`src/inc/dce_pkg.sv`:
```
// Purpose: shared constants and types of the debug command engine
// Assumes: byte-wide host link, 16-bit memory addresses
// Notes: command codes, register layouts and fill values live here
package dce_pkg;

    typedef logic [7:0] dce_byte_t;
    typedef logic [15:0] dce_addr_t;

    // host command codes
    localparam dce_byte_t CMD_RD_STAT = 8'h02;
    localparam dce_byte_t CMD_WR_CTL = 8'h04;
    localparam dce_byte_t CMD_RD_CTL = 8'h05;
    localparam dce_byte_t CMD_RD_REG = 8'h09;
    localparam dce_byte_t CMD_WR_PM = 8'h0A;
    localparam dce_byte_t CMD_RD_PM = 8'h0B;
    localparam dce_byte_t CMD_WR_DM = 8'h0C;
    localparam dce_byte_t CMD_RD_DM = 8'h0D;
    localparam dce_byte_t CMD_CRC = 8'h0E;
    localparam dce_byte_t CMD_STEP = 8'h10;
    localparam dce_byte_t CMD_STUFF = 8'h11;
    localparam dce_byte_t CMD_EXEC = 8'h12;

    // debugger_control layout
    localparam int CTL_DBG_BIT = 7;
    localparam int CTL_BPEN_BIT = 6;
    localparam int CTL_ACK_BIT = 5;
    localparam int CTL_RST_BIT = 0;
    localparam dce_byte_t CTL_WMASK = 8'hE1;
    localparam dce_byte_t CTL_RESET = 8'h00;

    // debugger_status layout
    localparam int STAT_DBG_BIT = 7;
    localparam int STAT_HALT_BIT = 6;
    localparam int STAT_RPI_BIT = 5;
    localparam dce_byte_t STAT_RESET = 8'h00;

    // fillers and sizes
    localparam dce_byte_t FILL_BYTE = 8'hFF;
    localparam dce_byte_t ACK_BYTE = 8'hFF;
    localparam logic [16:0] MEM_FULL_SIZE = 17'h10000;
    localparam logic [16:0] REG_FULL_SIZE = 17'h00100;
    localparam logic [3:0] REG_ADDR_TOP = 4'h0;

    // program memory check
    localparam logic [15:0] CRC_POLY = 16'h1021;
    localparam logic [15:0] CRC_INIT = 16'hFFFF;
    localparam logic [15:0] CRC_BLOCKED = 16'hFFFF;

endpackage : dce_pkg

```
`src/inc/dce_byte_if.sv`:
```
// Purpose: byte stream with valid/ready between engine parts
// Assumes: transfer when valid and ready are both high at a clock edge
// Notes: src drives valid and data, snk drives ready
`timescale 1ns/10ps
interface dce_byte_if;
    logic valid;
    logic ready;
    dce_pkg::dce_byte_t data;
    modport src (output valid, output data, input ready);
    modport snk (input valid, input data, output ready);
endinterface : dce_byte_if

```
`src/design/dce_skid_buf.sv`:
```
// Purpose: two-entry buffer on the reply path to the host
// Assumes: same clock on both sides
// Notes: all outputs come from flip-flops; ready drops only when both entries hold
`timescale 1ns/10ps
module dce_skid_buf #(
    parameter int W = 8
) (
    // clock and control
    input wire logic clk,
    input wire logic rst_n,
    input wire logic ce,
    // filling side
    dce_byte_if.snk in_s,
    // draining side
    output logic out_valid,
    output logic [W-1:0] out_data,
    input wire logic out_ready
);
    import dce_pkg::*;

    typedef struct packed {
        logic head_vld;
        logic tail_vld;
        logic [W-1:0] head;
        logic [W-1:0] tail;
    } dce_buf_s;

    dce_buf_s r_reg;
    dce_buf_s r_next;
    logic push;
    logic pop;

    assign push = in_s.valid && !r_reg.tail_vld;
    assign pop = r_reg.head_vld && out_ready;

    always_comb begin
        r_next = r_reg;
        if (pop) begin
            r_next.head_vld = r_reg.tail_vld;
            r_next.head = r_reg.tail;
            r_next.tail_vld = 1'b0;
        end
        if (push) begin
            if (!r_next.head_vld) begin
                r_next.head_vld = 1'b1;
                r_next.head = in_s.data;
            end else begin
                r_next.tail_vld = 1'b1;
                r_next.tail = in_s.data;
            end
        end
    end

    always_ff @(posedge clk or negedge rst_n) begin
        if (!rst_n) begin
            r_reg <= '0;
        end else if (ce) begin
            r_reg <= r_next;
        end
    end

    assign in_s.ready = !r_reg.tail_vld;
    assign out_valid = r_reg.head_vld;
    assign out_data = r_reg.head;

endmodule : dce_skid_buf

```
`src/design/dce_crc16.sv`:
```
// Purpose: byte-serial 16-bit check over the program memory image
// Assumes: one byte per clock at most, msb of each byte first
// Notes: init reloads the start value and wins over a byte in the same cycle
`timescale 1ns/10ps
module dce_crc16 (
    // clock and control
    input wire logic clk,
    input wire logic rst_n,
    input wire logic ce,
    input wire logic init,
    // byte feed
    dce_byte_if.snk feed,
    // result
    output logic [15:0] crc
);
    import dce_pkg::*;

    typedef struct packed {
        logic [15:0] crc;
    } dce_crc_s;

    dce_crc_s r_reg;
    dce_crc_s r_next;

    function automatic logic [15:0] crc_byte(input logic [15:0] c_in, input dce_byte_t d);
        logic [15:0] c;
        logic fb;
        c = c_in;
        for (int i = 7; i >= 0; i--) begin
            fb = c[15] ^ d[i];
            c = {c[14:0], 1'b0} ^ (fb ? CRC_POLY : 16'h0000);
        end
        return c;
    endfunction : crc_byte

    always_comb begin
        r_next = r_reg;
        if (init) begin
            r_next.crc = CRC_INIT;
        end else if (feed.valid) begin
            r_next.crc = crc_byte(r_reg.crc, feed.data);
        end
    end

    always_ff @(posedge clk or negedge rst_n) begin
        if (!rst_n) begin
            r_reg.crc <= CRC_INIT;
        end else if (ce) begin
            r_reg <= r_next;
        end
    end

    assign feed.ready = 1'b1;
    assign crc = r_reg.crc;

endmodule : dce_crc16

```
`src/design/dce_engine.sv`:
```
// Purpose: device-side command engine of the on-chip debugger
// Assumes: host bytes arrive already decoded from the debug pin, same clock
// Notes: memories answer one cycle after the read enable output is high
`timescale 1ns/10ps
module dce_engine #(
    parameter int PMEM_BYTES = 65536
) (
    // clock, reset, enable
    input wire logic clk,
    input wire logic rst_n,
    input wire logic ce,
    // bytes from host
    input wire logic rx_valid,
    input wire dce_pkg::dce_byte_t rx_data,
    output logic rx_ready,
    // bytes to host
    output logic tx_valid,
    output dce_pkg::dce_byte_t tx_data,
    input wire logic tx_ready,
    // memory ports
    output dce_pkg::dce_addr_t mem_addr,
    output dce_pkg::dce_byte_t mem_wr_data,
    output logic pm_rd_en,
    output logic pm_wr_en,
    output logic dm_rd_en,
    output logic dm_wr_en,
    output logic rf_rd_en,
    input wire dce_pkg::dce_byte_t pm_rd_data,
    input wire dce_pkg::dce_byte_t dm_rd_data,
    input wire dce_pkg::dce_byte_t rf_rd_data,
    // system status
    input wire logic flash_unlocked,
    input wire logic read_protect_option,
    input wire logic cpu_halt_mode,
    input wire logic bp_decoded,
    input wire logic sys_reset_done,
    // cpu control
    output logic cpu_debug_halt,
    output logic breakpoint_enable,
    output logic sys_reset_req,
    output logic step_req,
    output logic stuff_req,
    output logic exec_valid,
    output logic exec_first,
    output dce_pkg::dce_byte_t exec_byte,
    input wire logic [2:0] exec_len
);
    import dce_pkg::*;

    typedef enum logic [4:0] {
        ST_IDLE,
        ST_ADDR_HI,
        ST_ADDR_LO,
        ST_SIZE_HI,
        ST_SIZE_LO,
        ST_WDATA,
        ST_RD_REQ,
        ST_RD_WAIT,
        ST_RD_CAP,
        ST_RD_SEND,
        ST_CTL_DATA,
        ST_STUFF_OP,
        ST_EXEC_BYTE,
        ST_EXEC_LEN,
        ST_CRC_RUN,
        ST_CRC_TAIL,
        ST_TX_FIRST,
        ST_TX_LAST
    } dce_state_e;

    typedef struct packed {
        dce_state_e st;
        dce_byte_t cmd;
        dce_addr_t addr;
        logic [16:0] rem;
        dce_byte_t ctl;
        logic tx_vld;
        dce_byte_t tx_dat;
        dce_byte_t tx2;
        logic rx_rdy;
        logic pm_rd_en;
        logic dm_rd_en;
        logic rf_rd_en;
        logic pm_wr_en;
        logic dm_wr_en;
        dce_byte_t wr_dat;
        logic crc_v1;
        logic crc_init;
        logic ack_pend;
        logic step_req;
        logic stuff_req;
        logic exec_vld;
        logic exec_first;
        dce_byte_t exec_dat;
    } dce_eng_s;

    dce_eng_s r_reg;
    dce_eng_s r_next;

    dce_byte_if tx_if ();
    dce_byte_if crc_if ();

    logic [15:0] crc_val;
    logic rx_hit;
    logic tx_hit;
    logic in_dbg;
    logic prot;
    logic [16:0] size_in;
    dce_byte_t stat_byte;
    dce_byte_t rd_byte;

    assign rx_hit = r_reg.rx_rdy && rx_valid;
    assign tx_hit = r_reg.tx_vld && tx_if.ready;
    assign in_dbg = r_reg.ctl[CTL_DBG_BIT];
    assign prot = read_protect_option;

    always_comb begin
        stat_byte = STAT_RESET;
        stat_byte[STAT_DBG_BIT] = in_dbg;
        stat_byte[STAT_HALT_BIT] = cpu_halt_mode;
        stat_byte[STAT_RPI_BIT] = !prot;
    end

    always_comb begin
        case (r_reg.cmd)
            CMD_RD_DM: rd_byte = dm_rd_data;
            CMD_RD_REG: rd_byte = rf_rd_data;
            default: rd_byte = pm_rd_data;
        endcase
    end

    // size zero means the full range of the command
    always_comb begin
        if (r_reg.cmd == CMD_RD_REG) begin
            size_in = (rx_data == 8'h00) ? REG_FULL_SIZE : {9'h000, rx_data};
        end else begin
            size_in = ({r_reg.rem[15:8], rx_data} == 16'h0000) ? MEM_FULL_SIZE : {1'b0, r_reg.rem[15:8], rx_data};
        end
    end

    always_comb begin
        r_next = r_reg;
        r_next.pm_rd_en = 1'b0;
        r_next.dm_rd_en = 1'b0;
        r_next.rf_rd_en = 1'b0;
        r_next.pm_wr_en = 1'b0;
        r_next.dm_wr_en = 1'b0;
        r_next.crc_init = 1'b0;
        r_next.step_req = 1'b0;
        r_next.stuff_req = 1'b0;
        r_next.exec_vld = 1'b0;
        r_next.crc_v1 = r_reg.pm_rd_en && (r_reg.cmd == CMD_CRC);
        if (tx_hit) begin
            r_next.tx_vld = 1'b0;
        end
        // advance after each write or check-sum fetch
        if (r_reg.pm_wr_en || r_reg.dm_wr_en || (r_reg.pm_rd_en && r_reg.cmd == CMD_CRC)) begin
            r_next.addr = r_reg.addr + 16'h0001;
        end
        if (sys_reset_done) begin
            r_next.ctl[CTL_RST_BIT] = 1'b0;
        end
        case (r_reg.st)
            ST_IDLE: begin
                if (r_reg.ack_pend) begin
                    r_next.ack_pend = 1'b0;
                    r_next.tx_vld = 1'b1;
                    r_next.tx_dat = ACK_BYTE;
                    r_next.st = ST_TX_LAST;
                end else if (rx_hit) begin
                    r_next.cmd = rx_data;
                    case (rx_data)
                        CMD_RD_STAT: begin
                            r_next.tx_vld = 1'b1;
                            r_next.tx_dat = stat_byte;
                            r_next.st = ST_TX_LAST;
                        end
                        CMD_WR_CTL: begin
                            r_next.st = ST_CTL_DATA;
                        end
                        CMD_RD_CTL: begin
                            r_next.tx_vld = 1'b1;
                            r_next.tx_dat = r_reg.ctl & CTL_WMASK;
                            r_next.st = ST_TX_LAST;
                        end
                        CMD_RD_REG, CMD_WR_PM, CMD_RD_PM, CMD_WR_DM, CMD_RD_DM: begin
                            r_next.st = ST_ADDR_HI;
                        end
                        CMD_CRC: begin
                            if (in_dbg) begin
                                r_next.crc_init = 1'b1;
                                r_next.addr = 16'h0000;
                                r_next.rem = 17'(PMEM_BYTES);
                                r_next.st = ST_CRC_RUN;
                            end else begin
                                r_next.tx_vld = 1'b1;
                                r_next.tx_dat = CRC_BLOCKED[15:8];
                                r_next.tx2 = CRC_BLOCKED[7:0];
                                r_next.st = ST_TX_FIRST;
                            end
                        end
                        CMD_STEP: begin
                            r_next.step_req = in_dbg && !prot;
                        end
                        CMD_STUFF: begin
                            r_next.st = ST_STUFF_OP;
                        end
                        CMD_EXEC: begin
                            r_next.exec_first = 1'b1;
                            r_next.st = ST_EXEC_BYTE;
                        end
                        default: begin
                            r_next.st = ST_IDLE;
                        end
                    endcase
                end
            end
            ST_ADDR_HI: begin
                if (rx_hit) begin
                    r_next.addr[15:8] = rx_data;
                    r_next.st = ST_ADDR_LO;
                end
            end
            ST_ADDR_LO: begin
                if (rx_hit) begin
                    r_next.addr[7:0] = rx_data;
                    if (r_reg.cmd == CMD_RD_REG) begin
                        r_next.addr[15:12] = REG_ADDR_TOP;
                        r_next.st = ST_SIZE_LO;
                    end else begin
                        r_next.st = ST_SIZE_HI;
                    end
                end
            end
            ST_SIZE_HI: begin
                if (rx_hit) begin
                    r_next.rem = {1'b0, rx_data, 8'h00};
                    r_next.st = ST_SIZE_LO;
                end
            end
            ST_SIZE_LO: begin
                if (rx_hit) begin
                    r_next.rem = size_in;
                    if (r_reg.cmd == CMD_WR_PM || r_reg.cmd == CMD_WR_DM) begin
                        r_next.st = ST_WDATA;
                    end else begin
                        r_next.st = ST_RD_REQ;
                    end
                end
            end
            ST_WDATA: begin
                if (rx_hit) begin
                    r_next.wr_dat = rx_data;
                    if (r_reg.cmd == CMD_WR_PM) begin
                        r_next.pm_wr_en = in_dbg && !prot && flash_unlocked;
                    end else begin
                        r_next.dm_wr_en = in_dbg && !prot;
                    end
                    r_next.rem = r_reg.rem - 17'h00001;
                    if (r_reg.rem == 17'h00001) begin
                        r_next.st = ST_IDLE;
                    end
                end
            end
            ST_RD_REQ: begin
                if ((r_reg.cmd == CMD_RD_DM) ? !in_dbg : (!in_dbg || prot)) begin
                    r_next.tx_vld = 1'b1;
                    r_next.tx_dat = FILL_BYTE;
                    r_next.st = ST_RD_SEND;
                end else begin
                    r_next.pm_rd_en = (r_reg.cmd == CMD_RD_PM);
                    r_next.dm_rd_en = (r_reg.cmd == CMD_RD_DM);
                    r_next.rf_rd_en = (r_reg.cmd == CMD_RD_REG);
                    r_next.st = ST_RD_WAIT;
                end
            end
            ST_RD_WAIT: begin
                r_next.st = ST_RD_CAP;
            end
            ST_RD_CAP: begin
                r_next.tx_vld = 1'b1;
                r_next.tx_dat = rd_byte;
                r_next.st = ST_RD_SEND;
            end
            ST_RD_SEND: begin
                if (tx_hit) begin
                    r_next.addr = r_reg.addr + 16'h0001;
                    r_next.rem = r_reg.rem - 17'h00001;
                    r_next.st = (r_reg.rem == 17'h00001) ? ST_IDLE : ST_RD_REQ;
                end
            end
            ST_CTL_DATA: begin
                if (rx_hit) begin
                    r_next.ctl = rx_data & CTL_WMASK;
                    r_next.ctl[CTL_DBG_BIT] = rx_data[CTL_DBG_BIT] || (prot && in_dbg);
                    r_next.st = ST_IDLE;
                end
            end
            ST_STUFF_OP: begin
                if (rx_hit) begin
                    r_next.exec_dat = rx_data;
                    r_next.stuff_req = in_dbg && !prot;
                    r_next.st = ST_IDLE;
                end
            end
            ST_EXEC_BYTE: begin
                if (rx_hit) begin
                    r_next.exec_first = 1'b0;
                    if (!in_dbg || prot) begin
                        r_next.st = ST_IDLE;
                    end else begin
                        r_next.exec_vld = 1'b1;
                        r_next.exec_dat = rx_data;
                        r_next.rem = r_reg.rem - 17'h00001;
                        if (r_reg.exec_first) begin
                            r_next.st = ST_EXEC_LEN;
                        end else if (r_reg.rem == 17'h00001) begin
                            r_next.st = ST_IDLE;
                        end
                    end
                end
            end
            ST_EXEC_LEN: begin
                // cpu sizes the instruction from the first byte on show
                r_next.rem = {14'h0000, exec_len} - 17'h00001;
                r_next.st = (exec_len <= 3'h1) ? ST_IDLE : ST_EXEC_BYTE;
            end
            ST_CRC_RUN: begin
                r_next.pm_rd_en = 1'b1;
                r_next.rem = r_reg.rem - 17'h00001;
                if (r_reg.rem == 17'h00001) begin
                    r_next.st = ST_CRC_TAIL;
                end
            end
            ST_CRC_TAIL: begin
                if (!r_reg.pm_rd_en && !r_reg.crc_v1) begin
                    r_next.tx_vld = 1'b1;
                    r_next.tx_dat = crc_val[15:8];
                    r_next.tx2 = crc_val[7:0];
                    r_next.st = ST_TX_FIRST;
                end
            end
            ST_TX_FIRST: begin
                if (tx_hit) begin
                    r_next.tx_vld = 1'b1;
                    r_next.tx_dat = r_reg.tx2;
                    r_next.st = ST_TX_LAST;
                end
            end
            ST_TX_LAST: begin
                if (tx_hit) begin
                    r_next.st = ST_IDLE;
                end
            end
            default: begin
                r_next.st = ST_IDLE;
            end
        endcase
        // breakpoint set wins over any clear in the same cycle
        if (bp_decoded && r_reg.ctl[CTL_BPEN_BIT]) begin
            r_next.ctl[CTL_DBG_BIT] = 1'b1;
            if (r_reg.ctl[CTL_ACK_BIT]) begin
                r_next.ack_pend = 1'b1;
            end
        end
        case (r_next.st)
            ST_IDLE: r_next.rx_rdy = !r_next.ack_pend;
            ST_ADDR_HI, ST_ADDR_LO, ST_SIZE_HI, ST_SIZE_LO, ST_WDATA,
            ST_CTL_DATA, ST_STUFF_OP, ST_EXEC_BYTE: r_next.rx_rdy = 1'b1;
            default: r_next.rx_rdy = 1'b0;
        endcase
    end

    always_ff @(posedge clk or negedge rst_n) begin
        if (!rst_n) begin
            r_reg <= '0;
            r_reg.st <= ST_IDLE;
            r_reg.ctl <= CTL_RESET;
        end else if (ce) begin
            r_reg <= r_next;
        end
    end

    assign tx_if.valid = r_reg.tx_vld;
    assign tx_if.data = r_reg.tx_dat;
    assign crc_if.valid = r_reg.crc_v1;
    assign crc_if.data = pm_rd_data;

    dce_skid_buf #(
        .W(8)
    ) u_reply_buf (
        .clk(clk),
        .rst_n(rst_n),
        .ce(ce),
        .in_s(tx_if),
        .out_valid(tx_valid),
        .out_data(tx_data),
        .out_ready(tx_ready)
    );

    dce_crc16 u_crc (
        .clk(clk),
        .rst_n(rst_n),
        .ce(ce),
        .init(r_reg.crc_init),
        .feed(crc_if),
        .crc(crc_val)
    );

    assign rx_ready = r_reg.rx_rdy;
    assign mem_addr = r_reg.addr;
    assign mem_wr_data = r_reg.wr_dat;
    assign pm_rd_en = r_reg.pm_rd_en;
    assign pm_wr_en = r_reg.pm_wr_en;
    assign dm_rd_en = r_reg.dm_rd_en;
    assign dm_wr_en = r_reg.dm_wr_en;
    assign rf_rd_en = r_reg.rf_rd_en;
    assign cpu_debug_halt = r_reg.ctl[CTL_DBG_BIT];
    assign breakpoint_enable = r_reg.ctl[CTL_BPEN_BIT];
    assign sys_reset_req = r_reg.ctl[CTL_RST_BIT];
    assign step_req = r_reg.step_req;
    assign stuff_req = r_reg.stuff_req;
    assign exec_valid = r_reg.exec_vld;
    assign exec_first = r_reg.exec_first;
    assign exec_byte = r_reg.exec_dat;

endmodule : dce_engine

```
`config.mk`:
```
export PLATFORM = sky130hd
export DESIGN_NAME = dce_engine
export DESIGN_NICKNAME = d
export VERILOG_FILES = /design/src/inc/dce_pkg.sv /design/src/inc/dce_byte_if.sv /design/src/design/dce_skid_buf.sv /design/src/design/dce_crc16.sv /design/src/design/dce_engine.sv
export SDC_FILE = /design/constraint.sdc
export NUM_CORES = 1
export LEC_CHECK = 0
export BUFFER_PORTS_ARGS = -buffer_cell sky130_fd_sc_hd__buf_2
export CORE_MARGIN = 10
export CORE_UTILIZATION = 40
export CTS_BUF_LIST = sky130_fd_sc_hd__clkbuf_4
export CTS_CLUSTER_DIAMETER = 40
export DETAILED_ROUTE_END_ITERATION = 10
export PLACE_DENSITY = 0.58
export SYNTH_ARGS = -nofsm -noshare
export SYNTH_HDL_FRONTEND = slang
export SYNTH_HIERARCHICAL = 1
export SYNTH_SLANG_ARGS = --single-unit
```
`constraint.sdc`:
```
create_clock -name clk -period 3.34 [get_ports clk]
set_input_delay 0.835 -clock clk [delete_from_list [all_inputs] [get_ports clk]]
set_output_delay 0.835 -clock clk [all_outputs]
set_load 0.05 [all_outputs]
```
# After elaboration in Yosys (flattened, before gate mapping)
# Index checks and enable logic that the tools add are counted.
# word_totals
reg_bits	130
in_bits	45
output_inout_bits	54
wordCells	273
# classes
addsub	3
order_cmp	1
n_eq_ne	64
n_mux	109
n_bitwise	17
n_reduce_logical	48
# ops
operator	n
$mux W17	10
$pmux W17 S8	1
$mux W33	4
$xor A16 B16 Y16	8
$mux W13	8
$eq A8 B4 Y1 const B	12
$mux W5	17
$pmux W5 S17	1
$mux W8	10
$eq A5 B4 Y1 const B	11
$mux W16	3
$pmux W8 S2	3
$mux W46	1
$pmux W9 S5	1
$mux W10	4
$mux W9	4
$pmux W5 S7	1
$eq A5 B3 Y1 const B	6
$ne A2 B2 Y1 const B	14
$pmux W9 S3	1
$eq A8 B5 Y1 const B	3
$pmux W8 S3	1
$mux W1	23
$eq A5 B2 Y1 const B	4
other kinds (43)	91

# Depth between registers and ports, before layout
# depth
ltp_word	26
mapped_depth	11
depth_no_buf	9

# Cells and area by module
# Netlist, hierarchy kept.
# modules_own_cells
module	n_inst	cells_each	area_each_um2	seq_area_each_um2
dce_engine	1	880	7045.5	2402.3
dce_crc16	1	77	987.2	420.4
dce_skid_buf	1	75	930.9	450.4

# Worst setup path before layout
# No wires, ideal clock.
# synth_timing
kind	input to register
from	input port rx_data[2]
to	register r_reg, in the netlist mem_addr[0]
setup_ns	0.124
arrival_time_ns	2.682
required_ns	3.216
setup_slack_ns	0.534
cell_stages	8
path_buffers	1
path_cell_list	clkbuf_1 -> and4b_1 -> nand4_1 -> a2111oi_4 -> o21ai_0 -> a21oi_1 -> nor3_1 -> a211o_1
# synth_between
elab_chain_cells	5
# synth_rtl
item	line_no	source
from (decl)	dce_engine.sv:14	input wire dce_pkg::dce_byte_t rx_data,
$eq A8 B4 Y1	dce_engine.sv:172	case (rx_data)
$mux W33	dce_engine.sv:172	
$mux W46	dce_engine.sv:170	end else if (rx_hit) begin
$mux W33	dce_engine.sv:165	if (r_reg.ack_pend) begin
$pmux W8 S3	dce_engine.sv:163	case (r_reg.st)
to (signal assigned)	dce_engine.sv:380	r_reg <= r_next;
to (decl)	dce_engine.sv:97	dce_eng_s r_reg;
# Every way passes these cells. The select of a mux whose other input is x is not followed.
# A chain may end at the register's enable or synchronous reset.

# Worst setup path in the final report
# layout_timing
from	register r_reg[98] (netlist name)
to	register r_reg, in the netlist tx_if.data[3]
# layout_between
elab_chain_cells	3
word_cells_on_any_way	14
cone_classes	10 x eq/ne; 1 x mux; 3 x reduce/logical
# layout_rtl
item	line_no
$eq A5 B5 Y1, or another cell as far along	dce_engine.sv:163
$reduce_bool A5 Y1 (no source line), or another cell as far along	-
$reduce_and A8 Y1 (no source line)	-
# Several ways; a longest one is shown, not always the timed one.

==> results.py <==
metrics = {
    "worst_setup_path": {
        "critPathCaptureType": "flop",
        "path_buf_inv": 1,
        "required_ns": 3.76,
        "crit_chain": "nand2b_1 > nor3_1 > nor3b_1 > buf_4 > nor2_1 > nand3_1 > a21oi_2 > mux2_2",
        "setup.worst_path.start": "r_reg[98]",
        "path_delay_family": "simple AND/OR/NAND/NOR gates",
        "crit_path_start_kind": "flop",
        "slowest_delay_ns": 0.77,
        "cp_max_fo": 21,
        "critical_path_class": "flop to flop",
        "r2r_start": "r_reg[98]",
        "worstPathArrival_ns": 3.34,
        "worst_path_max_delay_cell": "dfrtp_1",
    },
    "pwr": {
        "finalPower_uw": 8080,
        "power_density_nw_per_um2": 809,
        "power.leakage_uw": 0.00441,
        "peakVddDrop_v": 0.000291,
    },
    "sta": {
        "relSlewSlack": 0.369,
        "rsz0062_at_grt": "no",
        "hold_viol_final": 0,
        "clock_skew_ns": 0.0202,
        "period_minus_slack_ns": 2.92,
        "setup_violations": 0,
        "fmax_mhz": 343,
        "slew_violations": 0,
        "tightest_slew_ns": 0.940,
        "min_period_over_period": 0.873,
        "layout_setup_ws_ns": 0.424,
        "finalSetupTns_ns": 0,
    },
    "die": {
        "die-area_um2": 28800,
        "start_util": 0.409,
        "core-area_um2": 21900,
        "die_y_um": 170,
        "die_width_um": 170,
        "row_count": 54,
        "pin_count": 99,
    },
    "synthesis": {
        "ys_warn_count": 6,
        "synth_nets": 1079,
        "avgSynthCellArea_um2": 8.69,
        "netlist_area_um2": 8950,
        "syn_inst": 1030,
    },
    "grt": {
        "overflow": 0,
        "grtUsageMet2": 0.300,
        "grt_pass1_vias": 8109,
        "grt_max_degree": 59,
        "grt_use_met3": 0.0463,
        "antenna_found_initial": 1,
        "grt_pass1_wl_um": 47200,
        "met1_usage": 0.299,
        "busiest_layer": "met2",
        "track_usage": 0.206,
    },
    "placement": {
        "dpl.hpwl_um": 21700,
        "io_buffers": 98,
        "place_ws_ns": 0.230,
        "gp_congestion": 0.957,
        "placedCellCount": 1349,
    },
    "route": {
        "drt-pass1-iter-count": 5,
        "drtIter0Drc": 906,
        "drc": 0,
        "vias_per_cell": 5.98,
        "drtAntennaViolNets": 0,
        "via_count": 8263,
        "wl_per_cell_um": 21.6,
        "routed_wl_um": 29900,
    },
    "clock_network": {
        "cts_tree": "done",
        "clk_path_buf_depth": 2,
        "cts_made_buffers": 17,
        "htree_levels": 4,
        "clk_pin_slew_ns": 0.13,
        "cts.repair.resized": 0,
        "clock-sinks": 130,
        "hold_buffers": 0,
        "clock_latency_ns": 0.54,
        "cts_setup_buffers": 0,
        "root_buffer": "clkbuf_4",
    },
    "min_path": {
        "hold_class": "input port to asynchronous set/reset pin",
    },
    "finish": {
        "largest_reg_flops": 41,
        "synthToLayoutAreaGrowth_pct": 11.7,
        "fill_cells": 2220,
        "drive_gt1_frac": 0.242,
        "nets": 1137,
        "final_cells": 1382,
    },
    "flow_run": {
        "maxCapViolCount": 0,
    },
    "status": {
        "status": "completed",
    },
}
[power by group]
part | internal (uW) | total [uW] | switching [uW]
registers | 2120 | 2790 | 678
clock network | 690 | 1340 | 654
logic | 1460 | 3950 | 2480
[area by class of cell]
class	count	area, um2	area share
well taps	280	350	0.0350
clock inverters	13	205	0.0205
inverters	28	105	0.0105
repair buffers	153	935	0.0935
multi-input cells	758	4980	0.498
flip-flops and latches	130	3270	0.327
clock buffers	19	143	0.0143
diodes	1	2.50	0.000250
[final timing paths]
path | cells past startpoint | to | slack (ns)
setup / recovery | 8 | tx_if.data[3] | 0.42
hold / removal | 1 | exec_byte[4] | 0.25
setup reg to reg | 8 | tx_if.data[3] | 0.42
hold reg to reg | 2 | exec_byte[5] | 0.49
max in group asynchronous | 2 | u_crc/crc[0] | 2.30
min in group clk | 2 | exec_byte[5] | 0.49
[routing by layer]
| metal | vias to the layer above | part of all wire |
|---|---|---|
| li1 | 3873 | - |
| met1 | 4030 | 0.47 |
| met2 | 324 | 0.44 |
| met3 | 36 | 0.073 |
| met4 | 0 | 0.018 |
| met5 | - | 0 |
[worst reg2reg max path, delay by kind of cell (launching register included)]
family                 cells  cell delay, ns
AO/OA/AOI/OAI              1            0.43
AND/OR/NAND/NOR            5            1.06
flip-flops                 1            0.77
multiplexers               1            0.40
buffers and inverters      1            0.16
[layout by cell type (no fill, tap or decap), types with 9 or more instances in the layout]
cell	n
clkbuf_4	19
buf_4	53
o22ai_1	9
dfrtp_1	114
nor4_1	12
o21ai_0	79
xor2_1	9
a31oi_1	14
o221a_2	9
and3_1	10
a211oi_1	14
buf_2	97
nand2_1	100
nand2b_1	17
nand4_1	16
a21oi_1	71
nor2_1	92
mux2_2	33
nand3_1	25
xnor2_1	20
a221oi_1	12
a21o_1	9
nand4b_1	12
inv_1	28
dfstp_2	16
nor3_1	25
nor2b_1	9
[metrics by stage]
stage	instance area, um2	hold WS [ns]	util
after floorplan	8950	0.451	-
after global placement	9650	0.455	0.441
after detailed placement	9650	0.465	0.441
after CTS	9990	0.228	0.457
after global routing	10000	0.221	0.457
final	10000	0.249	0.457
Note: power is estimated with default switching activity, not from simulation.
